--- src/vsrk_defines.svh ---
// Offsets, field positions, reset values and counts of the valve supervisor.
// Assumes percent values are scaled so that 10000 counts are 100 percent.
`ifndef VSRK_DEFINES_SVH
`define VSRK_DEFINES_SVH
`define VSRK_A_CTRL 8'h00
`define VSRK_A_STATE 8'h04
`define VSRK_A_TSO_THR 8'h08
`define VSRK_A_TSO_DB 8'h0C
`define VSRK_A_DEV_LIM 8'h10
`define VSRK_A_POS_LIM 8'h14
`define VSRK_A_ALRT_LO 8'h18
`define VSRK_A_ALRT_HI 8'h1C
`define VSRK_A_ALRT_CFG 8'h20
`define VSRK_A_INT_STAT 8'h24
`define VSRK_A_INT_MASK 8'h28
`define VSRK_A_HIST_SEL 8'h2C
`define VSRK_A_HIST_DATA 8'h30
`define VSRK_A_CUR_KPI 8'h34
`define VSRK_A_TSO_CNT 8'h38
`define VSRK_RESP_OK 2'h0
`define VSRK_RESP_ERR 2'h2
`define VSRK_CTRL_RST 9'h000
`define VSRK_TSO_THR_RST 16'h00C8
`define VSRK_TSO_DB_RST 16'h0032
`define VSRK_LIM_RST 16'h01F4
`define VSRK_POS_LIM_RST 16'h2774
`define VSRK_ALRT_HI_RST 16'hFFFF
`define VSRK_CTRL_RET 8
`define VSRK_DIAG_ADV 2'h2
`define VSRK_MOVE_LIM 16'h00C8
`define VSRK_MIN_PER_HR 6'h3C
`define VSRK_HR_PER_DAY 5'h18
`define VSRK_DAY_PER_WK 3'h7
`define VSRK_WEEKS 6'h34
`define VSRK_I_TSO 0
`define VSRK_I_FB_IN 1
`define VSRK_I_FB_OUT 2
`define VSRK_I_FB_ABORT 3
`define VSRK_I_ALERT 4
`define VSRK_I_HOUR 5
`define VSRK_NINT 6
`endif

--- src/vsrk_pkg.sv ---
// Types shared by the valve supervisor: configuration, pressures and states.
// Assumes the defines header is compiled alongside.
package vsrk_pkg;
	typedef struct packed {
		logic [15:0] supply;
		logic [15:0] signal;
		logic [15:0] actuator;
	} vsrk_press_t;
	typedef struct packed {
		logic ret_req;
		logic tso_en;
		logic [1:0] diag;
		logic auto_ret;
		logic trig_fail;
		logic trig_dev;
		logic trig_lim;
		logic fb_en;
	} vsrk_ctrl_t;
	typedef enum logic [1:0] {VSRK_NORMAL, VSRK_FB, VSRK_FB_WAIT} vsrk_state_t;
endpackage

--- src/vsrk_top.sv ---
// Valve supervisor: tight shutoff, pressure-inferred fallback, indicator history and alerts.
// Assumes a one-minute tick pulse, synchronous sensor inputs and an AXI4-Lite master.
`timescale 1ns/100ps
`include "vsrk_defines.svh"

module vsrk_top import vsrk_pkg::*; (
	// Clock and reset.
	input wire logic clock,
	input wire logic resetn,
	// AXI4-Lite slave.
	input wire logic s_axi_awvalid,
	output logic s_axi_awready,
	input wire logic [7:0] s_axi_awaddr,
	input wire logic s_axi_wvalid,
	output logic s_axi_wready,
	input wire logic [31:0] s_axi_wdata,
	input wire logic [3:0] s_axi_wstrb,
	output logic s_axi_bvalid,
	input wire logic s_axi_bready,
	output logic [1:0] s_axi_bresp,
	input wire logic s_axi_arvalid,
	output logic s_axi_arready,
	input wire logic [7:0] s_axi_araddr,
	output logic s_axi_rvalid,
	input wire logic s_axi_rready,
	output logic [31:0] s_axi_rdata,
	output logic [1:0] s_axi_rresp,
	// Valve sensors and time base.
	input wire logic minute_tick,
	input wire logic [15:0] setpoint,
	input wire logic [15:0] position,
	input wire logic sensor_fail,
	input wire vsrk_press_t press,
	input wire logic low_supply_fault,
	input wire logic marginal_power,
	input wire logic signature_done,
	input wire logic [15:0] kpi_sample,
	// Actuator drive and alerts.
	output logic full_thrust,
	output logic fb_active,
	output logic [15:0] loop_position,
	output logic alert_publish,
	output logic irq
);
	function automatic logic [15:0] absdiff(input logic [15:0] a, input logic [15:0] b);
		absdiff = (a > b) ? a - b : b - a;
	endfunction

	// ****************************************
	// Register bus
	// ****************************************
	logic awready_r, awready_nxt, wready_r, wready_nxt, aw_got_r, aw_got_nxt, w_got_r, w_got_nxt;
	logic bvalid_r, bvalid_nxt, arready_r, arready_nxt, rvalid_r, rvalid_nxt;
	logic [1:0] bresp_r, bresp_nxt, rresp_r, rresp_nxt;
	logic [7:0] waddr_r, waddr_nxt;
	logic [31:0] wdata_r, wdata_nxt, rdata_r, rdata_nxt;
	logic wr_en, rd_en, wr_hit, rd_hit, lim_touch, wstb_r, wstb_nxt;
	vsrk_ctrl_t ctrl_r, ctrl_nxt;
	logic [15:0] tso_thr_r, tso_thr_nxt, tso_db_r, tso_db_nxt, dev_lim_r, dev_lim_nxt;
	logic [15:0] pos_lim_r, pos_lim_nxt, alo_r, alo_nxt, ahi_r, ahi_nxt;
	logic [1:0] acfg_r, acfg_nxt;
	logic [`VSRK_NINT-1:0] ist_r, ist_nxt, imask_r, imask_nxt, ev;
	logic [7:0] hsel_r, hsel_nxt;
	logic [15:0] tso_cnt_r, tso_cnt_nxt;
	logic [31:0] rmux;
	vsrk_state_t st_r, st_nxt;
	logic tso_r, tso_nxt, ret_pend_r, ret_pend_nxt;
	logic [15:0] hr_store [24];
	logic [15:0] dy_store [7];
	logic [15:0] wk_store [52];
	logic [4:0] hr_ptr_r, hr_ptr_nxt;
	logic [2:0] dy_ptr_r, dy_ptr_nxt;
	logic [5:0] wk_ptr_r, wk_ptr_nxt;
	logic [15:0] hist_rd, hr_last_r, hr_last_nxt;

	always_comb begin
		hist_rd = 16'h0000;
		case (hsel_r[7:6])
			2'h0: if (hsel_r[4:0] < `VSRK_HR_PER_DAY) hist_rd = hr_store[hsel_r[4:0]];
			2'h1: if (hsel_r[2:0] < `VSRK_DAY_PER_WK) hist_rd = dy_store[hsel_r[2:0]];
			default: if (hsel_r[5:0] < `VSRK_WEEKS) hist_rd = wk_store[hsel_r[5:0]];
		endcase
	end

	always_comb begin
		wr_en = aw_got_r && w_got_r && !bvalid_r;
		rd_en = s_axi_arvalid && arready_r;
		rd_hit = 1'b1;
		case (s_axi_araddr)
			`VSRK_A_CTRL: rmux = {23'h0, 1'b0, ctrl_r[7:0]};
			`VSRK_A_STATE: rmux = {8'h0, wk_ptr_r, dy_ptr_r, hr_ptr_r, 6'h0, tso_r, ret_pend_r, 2'(st_r)};
			`VSRK_A_TSO_THR: rmux = {16'h0, tso_thr_r};
			`VSRK_A_TSO_DB: rmux = {16'h0, tso_db_r};
			`VSRK_A_DEV_LIM: rmux = {16'h0, dev_lim_r};
			`VSRK_A_POS_LIM: rmux = {16'h0, pos_lim_r};
			`VSRK_A_ALRT_LO: rmux = {16'h0, alo_r};
			`VSRK_A_ALRT_HI: rmux = {16'h0, ahi_r};
			`VSRK_A_ALRT_CFG: rmux = {29'h0, alert_publish, acfg_r};
			`VSRK_A_INT_STAT: rmux = {26'h0, ist_r};
			`VSRK_A_INT_MASK: rmux = {26'h0, imask_r};
			`VSRK_A_HIST_SEL: rmux = {24'h0, hsel_r};
			`VSRK_A_HIST_DATA: rmux = {16'h0, hist_rd};
			`VSRK_A_CUR_KPI: rmux = {16'h0, kpi_sample};
			`VSRK_A_TSO_CNT: rmux = {16'h0, tso_cnt_r};
			default: begin
				rmux = 32'h0000_0000;
				rd_hit = 1'b0;
			end
		endcase
		case (waddr_r)
			`VSRK_A_CTRL, `VSRK_A_TSO_THR, `VSRK_A_TSO_DB, `VSRK_A_DEV_LIM, `VSRK_A_POS_LIM,
			`VSRK_A_ALRT_LO, `VSRK_A_ALRT_HI, `VSRK_A_ALRT_CFG, `VSRK_A_INT_STAT,
			`VSRK_A_INT_MASK, `VSRK_A_HIST_SEL: wr_hit = 1'b1;
			default: wr_hit = 1'b0;
		endcase
		lim_touch = (wr_en && (waddr_r == `VSRK_A_ALRT_LO || waddr_r == `VSRK_A_ALRT_HI)) ||
			(rd_en && (s_axi_araddr == `VSRK_A_ALRT_LO || s_axi_araddr == `VSRK_A_ALRT_HI));
		awready_nxt = s_axi_awvalid && !aw_got_r && !awready_r;
		wready_nxt = s_axi_wvalid && !w_got_r && !wready_r;
		aw_got_nxt = (aw_got_r || (s_axi_awvalid && awready_r)) && !wr_en;
		w_got_nxt = (w_got_r || (s_axi_wvalid && wready_r)) && !wr_en;
		waddr_nxt = (s_axi_awvalid && awready_r) ? s_axi_awaddr : waddr_r;
		wdata_nxt = (s_axi_wvalid && wready_r) ? s_axi_wdata : wdata_r;
		wstb_nxt = (s_axi_wvalid && wready_r) ? s_axi_wstrb[0] : wstb_r;
		bvalid_nxt = wr_en || (bvalid_r && !s_axi_bready);
		bresp_nxt = wr_en ? (wr_hit ? `VSRK_RESP_OK : `VSRK_RESP_ERR) : bresp_r;
		arready_nxt = s_axi_arvalid && !arready_r && !rvalid_r;
		rvalid_nxt = rd_en || (rvalid_r && !s_axi_rready);
		rdata_nxt = rd_en ? rmux : rdata_r;
		rresp_nxt = rd_en ? (rd_hit ? `VSRK_RESP_OK : `VSRK_RESP_ERR) : rresp_r;
		ctrl_nxt = ctrl_r;
		ctrl_nxt.ret_req = 1'b0;
		tso_thr_nxt = tso_thr_r;
		tso_db_nxt = tso_db_r;
		dev_lim_nxt = dev_lim_r;
		pos_lim_nxt = pos_lim_r;
		alo_nxt = alo_r;
		ahi_nxt = ahi_r;
		acfg_nxt = acfg_r;
		imask_nxt = imask_r;
		hsel_nxt = hsel_r;
		ist_nxt = ist_r;
		if (wr_en && wstb_r) begin
			case (waddr_r)
				`VSRK_A_CTRL: ctrl_nxt = wdata_r[`VSRK_CTRL_RET:0];
				`VSRK_A_TSO_THR: tso_thr_nxt = wdata_r[15:0];
				`VSRK_A_TSO_DB: tso_db_nxt = wdata_r[15:0];
				`VSRK_A_DEV_LIM: dev_lim_nxt = wdata_r[15:0];
				`VSRK_A_POS_LIM: pos_lim_nxt = wdata_r[15:0];
				`VSRK_A_ALRT_LO: alo_nxt = wdata_r[15:0];
				`VSRK_A_ALRT_HI: ahi_nxt = wdata_r[15:0];
				`VSRK_A_ALRT_CFG: acfg_nxt = wdata_r[1:0];
				`VSRK_A_INT_STAT: ist_nxt = ist_r & ~wdata_r[`VSRK_NINT-1:0];
				`VSRK_A_INT_MASK: imask_nxt = wdata_r[`VSRK_NINT-1:0];
				`VSRK_A_HIST_SEL: hsel_nxt = wdata_r[7:0];
				default: ;
			endcase
		end
		// Setting after clearing lets an event in the clearing cycle survive.
		ist_nxt = ist_nxt | ev;
	end

	always_ff @(posedge clock) begin
		if (!resetn) begin
			awready_r <= 1'b0;
			wready_r <= 1'b0;
			aw_got_r <= 1'b0;
			w_got_r <= 1'b0;
			bvalid_r <= 1'b0;
			arready_r <= 1'b0;
			rvalid_r <= 1'b0;
			bresp_r <= `VSRK_RESP_OK;
			rresp_r <= `VSRK_RESP_OK;
			waddr_r <= 8'h00;
			wdata_r <= 32'h0000_0000;
			wstb_r <= 1'b0;
			rdata_r <= 32'h0000_0000;
			ctrl_r <= `VSRK_CTRL_RST;
			tso_thr_r <= `VSRK_TSO_THR_RST;
			tso_db_r <= `VSRK_TSO_DB_RST;
			dev_lim_r <= `VSRK_LIM_RST;
			pos_lim_r <= `VSRK_POS_LIM_RST;
			alo_r <= 16'h0000;
			ahi_r <= `VSRK_ALRT_HI_RST;
			acfg_r <= 2'h0;
			ist_r <= '0;
			imask_r <= '0;
			hsel_r <= 8'h00;
		end else begin
			awready_r <= awready_nxt;
			wready_r <= wready_nxt;
			aw_got_r <= aw_got_nxt;
			w_got_r <= w_got_nxt;
			bvalid_r <= bvalid_nxt;
			arready_r <= arready_nxt;
			rvalid_r <= rvalid_nxt;
			bresp_r <= bresp_nxt;
			rresp_r <= rresp_nxt;
			waddr_r <= waddr_nxt;
			wdata_r <= wdata_nxt;
			wstb_r <= wstb_nxt;
			rdata_r <= rdata_nxt;
			ctrl_r <= ctrl_nxt;
			tso_thr_r <= tso_thr_nxt;
			tso_db_r <= tso_db_nxt;
			dev_lim_r <= dev_lim_nxt;
			pos_lim_r <= pos_lim_nxt;
			alo_r <= alo_nxt;
			ahi_r <= ahi_nxt;
			acfg_r <= acfg_nxt;
			ist_r <= ist_nxt;
			imask_r <= imask_nxt;
			hsel_r <= hsel_nxt;
		end
	end

	// ****************************************
	// Shutoff and fallback control
	// ****************************************
	logic pre_ok, fault, thrust_nxt, fb_nxt, irq_nxt, alert_pub_nxt;
	logic [15:0] sp_ref_r, sp_ref_nxt, est, lpos_nxt;
	logic [16:0] tso_exit;
	logic [3:0] ctl_ev;

	always_comb begin
		tso_exit = {1'b0, tso_thr_r} + {1'b0, tso_db_r};
		tso_nxt = tso_r;
		tso_cnt_nxt = tso_cnt_r;
		ctl_ev = '0;
		if (!ctrl_r.tso_en) begin
			tso_nxt = 1'b0;
		end else if (!tso_r && setpoint < tso_thr_r) begin
			tso_nxt = 1'b1;
		end else if (tso_r && {1'b0, setpoint} > tso_exit) begin
			tso_nxt = 1'b0;
			tso_cnt_nxt = tso_cnt_r + 16'h0001;
			ctl_ev[`VSRK_I_TSO] = 1'b1;
		end
		pre_ok = ctrl_r.diag >= `VSRK_DIAG_ADV && ctrl_r.fb_en && !low_supply_fault && !marginal_power;
		fault = (ctrl_r.trig_lim && position > pos_lim_r) ||
			(ctrl_r.trig_dev && absdiff(setpoint, position) > dev_lim_r) ||
			(ctrl_r.trig_fail && sensor_fail);
		st_nxt = st_r;
		sp_ref_nxt = sp_ref_r;
		ret_pend_nxt = ret_pend_r || ctrl_r.ret_req;
		case (st_r)
			VSRK_NORMAL: begin
				ret_pend_nxt = 1'b0;
				if (pre_ok && fault) begin
					st_nxt = VSRK_FB;
					ctl_ev[`VSRK_I_FB_IN] = 1'b1;
				end
			end
			VSRK_FB, VSRK_FB_WAIT: begin
				if (!pre_ok) begin
					st_nxt = VSRK_NORMAL;
					ctl_ev[`VSRK_I_FB_ABORT] = 1'b1;
				end else if (fault) begin
					st_nxt = VSRK_FB;
				end else if (st_r == VSRK_FB) begin
					st_nxt = VSRK_FB_WAIT;
					sp_ref_nxt = setpoint;
				end else if (absdiff(setpoint, sp_ref_r) > `VSRK_MOVE_LIM && (ctrl_r.auto_ret || ret_pend_r)) begin
					st_nxt = VSRK_NORMAL;
					ctl_ev[`VSRK_I_FB_OUT] = 1'b1;
				end
			end
			default: st_nxt = VSRK_NORMAL;
		endcase
		// A crude inference; the loop only needs a monotonic travel estimate.
		est = 16'((({1'b0, press.actuator} + {1'b0, press.signal}) >> 1) - (press.supply >> 4));
		fb_nxt = st_nxt != VSRK_NORMAL;
		lpos_nxt = fb_nxt ? est : position;
		thrust_nxt = tso_nxt;
	end

	always_ff @(posedge clock) begin
		if (!resetn) begin
			tso_r <= 1'b0;
			tso_cnt_r <= 16'h0000;
			st_r <= VSRK_NORMAL;
			sp_ref_r <= 16'h0000;
			ret_pend_r <= 1'b0;
			full_thrust <= 1'b0;
			fb_active <= 1'b0;
			loop_position <= 16'h0000;
		end else begin
			tso_r <= tso_nxt;
			tso_cnt_r <= tso_cnt_nxt;
			st_r <= st_nxt;
			sp_ref_r <= sp_ref_nxt;
			ret_pend_r <= ret_pend_nxt;
			full_thrust <= thrust_nxt;
			fb_active <= fb_nxt;
			loop_position <= lpos_nxt;
		end
	end

	// ****************************************
	// Indicator history and alert
	// ****************************************
	logic [5:0] min_cnt_r, min_cnt_nxt;
	logic [4:0] hr_cnt_r, hr_cnt_nxt;
	logic [2:0] dy_cnt_r, dy_cnt_nxt;
	logic [21:0] msum_r, msum_nxt, msum_in;
	logic [20:0] hsum_r, hsum_nxt, hsum_in;
	logic [18:0] dsum_r, dsum_nxt, dsum_in;
	logic hr_we, dy_we, wk_we, cmp, alert_r, alert_nxt;
	logic [15:0] hr_val, dy_val, wk_val;

	always_comb begin
		msum_in = msum_r + 22'(kpi_sample);
		hr_we = minute_tick && min_cnt_r == `VSRK_MIN_PER_HR - 6'h01;
		hr_val = 16'(msum_in / 22'(`VSRK_MIN_PER_HR));
		hsum_in = hsum_r + 21'(hr_val);
		dy_we = hr_we && hr_cnt_r == `VSRK_HR_PER_DAY - 5'h01;
		dy_val = 16'(hsum_in / 21'(`VSRK_HR_PER_DAY));
		dsum_in = dsum_r + 19'(dy_val);
		wk_we = dy_we && dy_cnt_r == `VSRK_DAY_PER_WK - 3'h1;
		wk_val = 16'(dsum_in / 19'(`VSRK_DAY_PER_WK));
		min_cnt_nxt = minute_tick ? (hr_we ? 6'h00 : min_cnt_r + 6'h01) : min_cnt_r;
		msum_nxt = minute_tick ? (hr_we ? 22'h0 : msum_in) : msum_r;
		hr_cnt_nxt = hr_we ? (dy_we ? 5'h00 : hr_cnt_r + 5'h01) : hr_cnt_r;
		hsum_nxt = hr_we ? (dy_we ? 21'h0 : hsum_in) : hsum_r;
		dy_cnt_nxt = dy_we ? (wk_we ? 3'h0 : dy_cnt_r + 3'h1) : dy_cnt_r;
		dsum_nxt = dy_we ? (wk_we ? 19'h0 : dsum_in) : dsum_r;
		// Pointers wrap, so once 24 hours, 7 days or 52 weeks are stored, each new record overwrites the oldest of its store.
		hr_ptr_nxt = hr_we ? (hr_ptr_r == `VSRK_HR_PER_DAY - 5'h01 ? 5'h00 : hr_ptr_r + 5'h01) : hr_ptr_r;
		dy_ptr_nxt = dy_we ? (dy_ptr_r == `VSRK_DAY_PER_WK - 3'h1 ? 3'h0 : dy_ptr_r + 3'h1) : dy_ptr_r;
		wk_ptr_nxt = wk_we ? (wk_ptr_r == `VSRK_WEEKS - 6'h01 ? 6'h00 : wk_ptr_r + 6'h01) : wk_ptr_r;
		hr_last_nxt = hr_we ? hr_val : hr_last_r;
		cmp = hr_we || lim_touch || signature_done;
		alert_nxt = cmp ? (acfg_r[0] && (hr_last_nxt < alo_nxt || hr_last_nxt > ahi_nxt)) : alert_r;
		alert_pub_nxt = alert_nxt && !acfg_r[1];
		ev = {hr_we, alert_nxt && !alert_r, ctl_ev};
		irq_nxt = |(ist_nxt & imask_nxt);
	end

	always_ff @(posedge clock) begin
		if (hr_we) hr_store[hr_ptr_r] <= hr_val;
		if (dy_we) dy_store[dy_ptr_r] <= dy_val;
		if (wk_we) wk_store[wk_ptr_r] <= wk_val;
	end

	always_ff @(posedge clock) begin
		if (!resetn) begin
			min_cnt_r <= 6'h00;
			hr_cnt_r <= 5'h00;
			dy_cnt_r <= 3'h0;
			msum_r <= 22'h0;
			hsum_r <= 21'h0;
			dsum_r <= 19'h0;
			hr_ptr_r <= 5'h00;
			dy_ptr_r <= 3'h0;
			wk_ptr_r <= 6'h00;
			hr_last_r <= 16'h0000;
			alert_r <= 1'b0;
			alert_publish <= 1'b0;
			irq <= 1'b0;
		end else begin
			min_cnt_r <= min_cnt_nxt;
			hr_cnt_r <= hr_cnt_nxt;
			dy_cnt_r <= dy_cnt_nxt;
			msum_r <= msum_nxt;
			hsum_r <= hsum_nxt;
			dsum_r <= dsum_nxt;
			hr_ptr_r <= hr_ptr_nxt;
			dy_ptr_r <= dy_ptr_nxt;
			wk_ptr_r <= wk_ptr_nxt;
			hr_last_r <= hr_last_nxt;
			alert_r <= alert_nxt;
			alert_publish <= alert_pub_nxt;
			irq <= irq_nxt;
		end
	end

	assign s_axi_awready = awready_r;
	assign s_axi_wready = wready_r;
	assign s_axi_bvalid = bvalid_r;
	assign s_axi_bresp = bresp_r;
	assign s_axi_arready = arready_r;
	assign s_axi_rvalid = rvalid_r;
	assign s_axi_rdata = rdata_r;
	assign s_axi_rresp = rresp_r;
endmodule

--- config.mk ---
export PLATFORM = sky130hd
export DESIGN_NAME = vsrk_top
export DESIGN_NICKNAME = d
export VERILOG_FILES = /design/src/vsrk_pkg.sv /design/src/vsrk_top.sv
export VERILOG_INCLUDE_DIRS = /design/src /design/src/src
export SDC_FILE = /design/constraint.sdc
export NUM_CORES = 2
export LEC_CHECK = 0
export BUFFER_PORTS_ARGS = -buffer_cell sky130_fd_sc_hd__buf_2
export CAP_MARGIN = 20
export CORE_AREA = 2 2 353 390
export CTS_CLUSTER_DIAMETER = 120
export DETAILED_ROUTE_END_ITERATION = 7
export DIE_AREA = 0 0 355 392
export PLACE_DENSITY = 0.77
export SETUP_SLACK_MARGIN = 0.15
export SYNTH_ARGS = -nofsm -noshare
export SYNTH_HDL_FRONTEND = slang
export SYNTH_SLANG_ARGS = --single-unit
--- constraint.sdc ---
create_clock -name clock -period 37.3 [get_ports clock]
set_clock_uncertainty 0.05 [all_clocks]
set_input_delay 3.73 -clock clock [delete_from_list [all_inputs] [get_ports clock]]
set_output_delay 3.73 -clock clock [all_outputs]
set_load 0.05 [all_outputs]
Word-level counts from Yosys, hierarchy flattened
Memories as Yosys holds them, arrays and structs flattened. A register that Yosys moved wholly into a read port is not among the register bits.
Cells that the tools add are included.
Widths: inputs -> output; s select.
{"block": "word_totals", "ff_bits": 357, "latch_bits": 0, "mem_bits_rw": 1328, "rom_bits": 0, "input_bits": 160, "output_inout_bits": 61, "word_cells": 274, "memories": 3}
{"name": "wk_store", "words": 52, "word_bits": 16, "read_ports": 1, "rd_clocked_by_memory_dff": 1, "wr": 1, "line": "vsrk_top.sv:70", "text": "logic [15:0] wk_store [52];"}
{"name": "hr_store", "words": 24, "word_bits": 16, "read_ports": 1, "rd_clocked_by_memory_dff": 1, "wr": 1, "line": "vsrk_top.sv:68", "text": "logic [15:0] hr_store [24];"}
{"name": "dy_store", "words": 7, "word_bits": 16, "read_ports": 1, "rd_clocked_by_memory_dff": 1, "wr": 1, "line": "vsrk_top.sv:69", "text": "logic [15:0] dy_store [7];"}
{"block": "op_classes", "n_addsub": 17, "n_mul": 0, "div_mod_pow": 3, "magnitude_cmp": 13, "n_eq_ne": 33, "shifts": 0, "mux": 62, "n_bitwise": 7, "n_reduce_logical": 85}
{"op": "$pmux 24 s15", "n": 1}
{"op": "$mux 16", "n": 11}
{"op": "$eq 8x6->1 const B", "n": 11}
{"op": "$gt 16x16->1", "n": 5}
{"op": "$eq 8x5->1 const B", "n": 8}
{"op": "$sub 16x16->16", "n": 4}
{"op": "$mux 6", "n": 8}
{"op": "$add 16x16->17", "n": 2}
{"op": "$logic_and 1x1->1", "n": 34}
{"op": "$eq 8x4->1 const B", "n": 4}
{"op": "$lt 16x16->1", "n": 2}
{"op": "$pmux 16 s2", "n": 1}
{"op": "$add 22x16->22", "n": 1}
{"op": "$div 22x6->22 const B", "n": 1}
{"op": "$mux 22", "n": 1}
{"op": "$add 21x16->21", "n": 1}
{"op": "$div 21x5->21 const B", "n": 1}
{"op": "$mux 1", "n": 21}
{"op": "$mux 21", "n": 1}
{"op": "$mux 5", "n": 4}
{"op": "$add 19x16->19", "n": 1}
{"op": "$div 19x3->19 const B", "n": 1}
{"op": "$mux 19", "n": 1}
{"op": "$gt 16x17->1", "n": 1}
{"op": "35 further kinds", "n": 94}

Logic depth before layout (Yosys ltp)
{"block": "logic_depth", "ltp_word": 12, "mapped_depth": 108, "mapped_depth_nobuf": 97}

Worst setup path after synthesis
Ideal clock, no wire load.
{"block": "synth_timing", "path_type": "input to register", "startpoint": "input kpi_sample[7]", "endpoint": "memory wk_store[0][1], data pin", "setup_time_ns": 0.777, "arrival_ns": 30.039, "required_ns": 36.473, "path_slack_ns": 6.433, "stages": 98, "cell_sequence": "ha_1 > buf_6 > a21oi_2 > o221ai_1 > a21o_1 > or4_1 > and3_1 > buf_2 > xnor2_1 > o221ai_2 > or4_1 > buf_2 > o2111ai_1 > o2bb2ai_2 > a21oi_2 > inv_2 > nand3_2 > and3_1 > [62 not listed] > buf_2 > mux2i_1 > o221ai_1 > o22ai_1 > a32oi_1 > and2_1 > clkbuf_1 > or3_1 > a22oi_1 > o221ai_1 > o211ai_1 > mux2i_1 > a311o_1 > o21ai_1 > maj3_1 > a21o_1 > and2_1 > o41ai_1"}
{"block": "synth_via", "elab_chain_len": 6}
{"element": "start: declaration", "line": "vsrk_top.sv:37", "text": "input wire logic [15:0] kpi_sample,"}
{"element": "$add 22x16->22", "line": "vsrk_top.sv:312", "text": "msum_in = msum_r + 22'(kpi_sample);"}
{"element": "$div 22x6->22", "line": "vsrk_top.sv:314", "text": "hr_val = 16'(msum_in / 22'(`VSRK_MIN_PER_HR));"}
{"element": "net hr_val[11]", "line": "vsrk_top.sv:309", "text": "logic [15:0] hr_val, dy_val, wk_val;"}
{"element": "$add 21x16->21", "line": "vsrk_top.sv:315", "text": "hsum_in = hsum_r + 21'(hr_val);"}
{"element": "$div 21x5->21", "line": "vsrk_top.sv:317", "text": "dy_val = 16'(hsum_in / 21'(`VSRK_HR_PER_DAY));"}
{"element": "net dy_val[12]", "line": "vsrk_top.sv:309"}
{"element": "$add 19x16->19", "line": "vsrk_top.sv:318", "text": "dsum_in = dsum_r + 19'(dy_val);"}
{"element": "$div 19x3->19", "line": "vsrk_top.sv:320", "text": "wk_val = 16'(dsum_in / 19'(`VSRK_DAY_PER_WK));"}
{"element": "net wk_val[1]", "line": "vsrk_top.sv:309"}
{"element": "end: declaration", "line": "vsrk_top.sv:70"}
The timed path passes the listed nets, and every way through them passes these cells.

Worst setup path in the final report
{"block": "layout_timing", "startpoint": "input kpi_sample[0]", "endpoint": "memory wk_store[43][0], data pin"}
The elaborated chain is that of the path after synthesis.

==> results.toml <==
[route]
drt-total-wl_mm = 226.1
detailed_route_via_count = 54726
drt_pre_antenna_iters = 6
drcViolationCount = 0
antenna_left = 0
post_drt_via_cell_ratio = 6.664
initialDrtViolationCount = 6561
avgRoutedWirePerCell_um = 27.54

[power_and_ir_drop]
power_density_normalized_to_cell_area_mw_per_mm2 = 65.87
cellLeakagePower_nw = 30.59
ir_worst_vdd_mv = 0.1498

[worst_setup_path]
worst-r2r-cell-count = 99
critPathSlowestCell = "sky130_fd_sc_hd__o32ai_2"
critPathCaptureType = "flip-flop"
path_delay_family = "compound AO/OA/AOI/OAI gates"
critPathBufInv = 12
cp_max_fo = 53
path_class = "in -> reg"
critPathArrivalTime_ns = 33.27
critical_path_depth = 100
worst_path_most_repeated_cell = "sky130_fd_sc_hd__o21ai_0"
critPathRequiredTime_ns = 37.74
reg2reg_setup_slack_ns = 7.32
critical_path_start_type = "input pin"
critPathMaxStageDelay_ns = 0.74

[finish]
fin_nets = 6708
layout.cell_area.non_filler_mm2 = 0.08980
drive_gt1_share_pct = 18.32
fill_cells = 9330
syn_to_layout_area_delta_pct = 11.44

[synthesis]
syn_area_mm2 = 0.08058
synth.top_cells.by_area = "sky130_fd_sc_hd__edfxtp_1 (49%), sky130_fd_sc_hd__mux4_2 (11%), sky130_fd_sc_hd__dfxtp_1 (8.8%)"
synthDominantAreaCellType = "sky130_fd_sc_hd__edfxtp_1"
ys.warnings.count = 0
ys_types = 120
synth_enable_flop_cells = 1328
synth_area_per_cell_um2 = 13.30
synth.ff_latch_count = 1681
yosys-top-cells-count = "sky130_fd_sc_hd__edfxtp_1 (1328), sky130_fd_sc_hd__nor2_1 (517), sky130_fd_sc_hd__nand2_1 (473)"
netlist_instances = 6057
yosys_most_used_dff = "sky130_fd_sc_hd__edfxtp_1"
async_reset_ff_share_pct = 0
synthMostInstantiatedCell = "sky130_fd_sc_hd__edfxtp_1"
netlist.area_leader.share_pct = 49.49
synth_seq_area_share_pct = 58.26

[run_status]
run_status = "finished, final reports clean"

[global_route]
grt.total_usage_pct = 32.26
largest_net_degree_at_the_start_of_global_routing = 137
first_global_vias = 53802
grt_overflow = 0
initial_antenna_violation_count = 3
global_route_wire_length_before_repair_mm = 335.1

[timing]
finalHoldViolCount = 0
timing.final.max_slew_violations = 0
setup_ws_ns = 4.477
clock.fmax_mhz = 30.47
worstMarginPinSlew_ns = 1.100
max_slew_margin_pct = 26.62
setup_tns_ns = 0
grt_setup_unrepaired = "false"
final_min_period_over_clock_period_pct = 88.00
timing.final.crit_period_ns = 32.82
total_of_endpoints_with_negative_setup_slack_in_the_final_report = 0

[cts]
clockRootBuffer = "sky130_fd_sc_hd__clkbuf_16"
post-cts-setup-buffer-count = 0
max-clock-path-buffers = 3
worst_setup_hold_path_clk_slew_ns = 0.06
cts_buffers = 162
cts_tree = "done"
htree_levels = 4
cts.sinks = 1681
clock_insertion_delay_at_the_later_pin_of_the_skew_report_ns = 0.82
cts_resized = 0
cts_hold_buf = 0

[floorplanning]
fp.dieArea_mm2 = 0.1392
design.core.area_mm2 = 0.1354
io_pins = 221
die_y_extent_um = 392
initial_core_utilization_pct = 59.52
floorplan.rows = 142
die_width_um = 355

[place]
placement.io_buffers = 187
dp.final_hpwl_mm = 140.0
post_dp_cell_area_mm2 = 0.08411
gp_congestion = 0.9465
detailedPlace.worstSlack_ns = 4.687

[run]
max_cap_violations = 0

[hold_path]
worstHoldPathType = "reg -> reg"
number_of_cells_on_the_worst_hold_path = 1
-- layout make-up --
cell class / count / area, µm² / area share [%]
Sequential cell: 1681 / 46960 / 52.30
Multi-Input combinational cell: 3864 / 31920 / 35.54
Clock buffer: 209 / 4431 / 4.934
Timing Repair Buffer: 362 / 2384 / 2.654
Tap cell: 1800 / 2252 / 2.508
Clock inverter: 88 / 1069 / 1.190
Inverter: 205 / 777.0 / 0.8653
Antenna cell: 3 / 7.507 / 0.008360
-- stage by stage --
step	hold WS (ns)	instances	total power, W	util, %
after CTS	0.4090	8196	0.005871	66.19
final	0.4095	8212	0.005915	66.33
after global placement	0.3829	7896	0.004110	62.10
after global routing	0.4262	8209	0.006116	66.32
after floorplan	0.3741	6066	0.003619	-
after detailed placement	0.3974	7899	0.004188	62.13
-- registers in the layout, summed over array words and instances (netlist names), 19 cells and up, named ones only --
name         count
hr_store       384
s_axi_rdata     24
wk_store       832
dsum_r          19
dy_store       112
hsum_r          21
msum_r          22
-- metal layers --
metal / wire, µm / part of all wire (%) / global-route usage (%)
met3: 20430 / 9.0 / 5.791
met5: 0 / 0 / 0
met4: 12040 / 5.3 / 15.31
met1: 84230 / 37 / 41.51
met2: 109400 / 48 / 53.33
-- placed cells by master, fill, tap and decap left out, types with 81 or more instances in the layout --
master                      instances
sky130_fd_sc_hd__edfxtp_1        1328
sky130_fd_sc_hd__nor2_1           498
sky130_fd_sc_hd__nand2_1          473
sky130_fd_sc_hd__mux4_2           384
sky130_fd_sc_hd__a21oi_1          374
sky130_fd_sc_hd__dfxtp_1          348
sky130_fd_sc_hd__ha_1             262
sky130_fd_sc_hd__inv_1            201
sky130_fd_sc_hd__o21ai_0          187
sky130_fd_sc_hd__buf_2            187
sky130_fd_sc_hd__mux2i_1          171
sky130_fd_sc_hd__clkbuf_16        167
sky130_fd_sc_hd__buf_4            159
sky130_fd_sc_hd__xnor2_1          126
sky130_fd_sc_hd__a21o_1            93
sky130_fd_sc_hd__nand3_1           93
sky130_fd_sc_hd__nor3_1            81
-- kinds of logic after synthesis --
group | Yosys count | share of synthesized area (%)
fa+ha+maj | 281 | 4.428
mux | 592 | 13.38
other cells | 1 | 0.004654
xor+xnor | 188 | 2.043
compound gates | 1271 | 10.60
flops | 1681 | 58.26
buf+inv | 521 | 2.576
simple gates | 1522 | 8.703
-- final timing paths --
path,from,to
worst min register to register,w_got_r,s_axi_wready
worst min-delay path,w_got_r,s_axi_wready
worst max-delay path,kpi_sample[0],wk_store[43][0]
worst max register to register,msum_r[0],wk_store[43][0]
-- where the power goes --
| part | total [W] | switching (W) | internal [W] | leakage (nW) |
|---|---|---|---|---|
| Combinational | 0.00165 | 0.00121 | 0.000443 | 13.1 |
| Sequential | 0.00257 | 0.00000483 | 0.00256 | 14.9 |
| Clock | 0.00169 | 0.000742 | 0.000950 | 2.64 |
(Power assumes the default switching activity.)
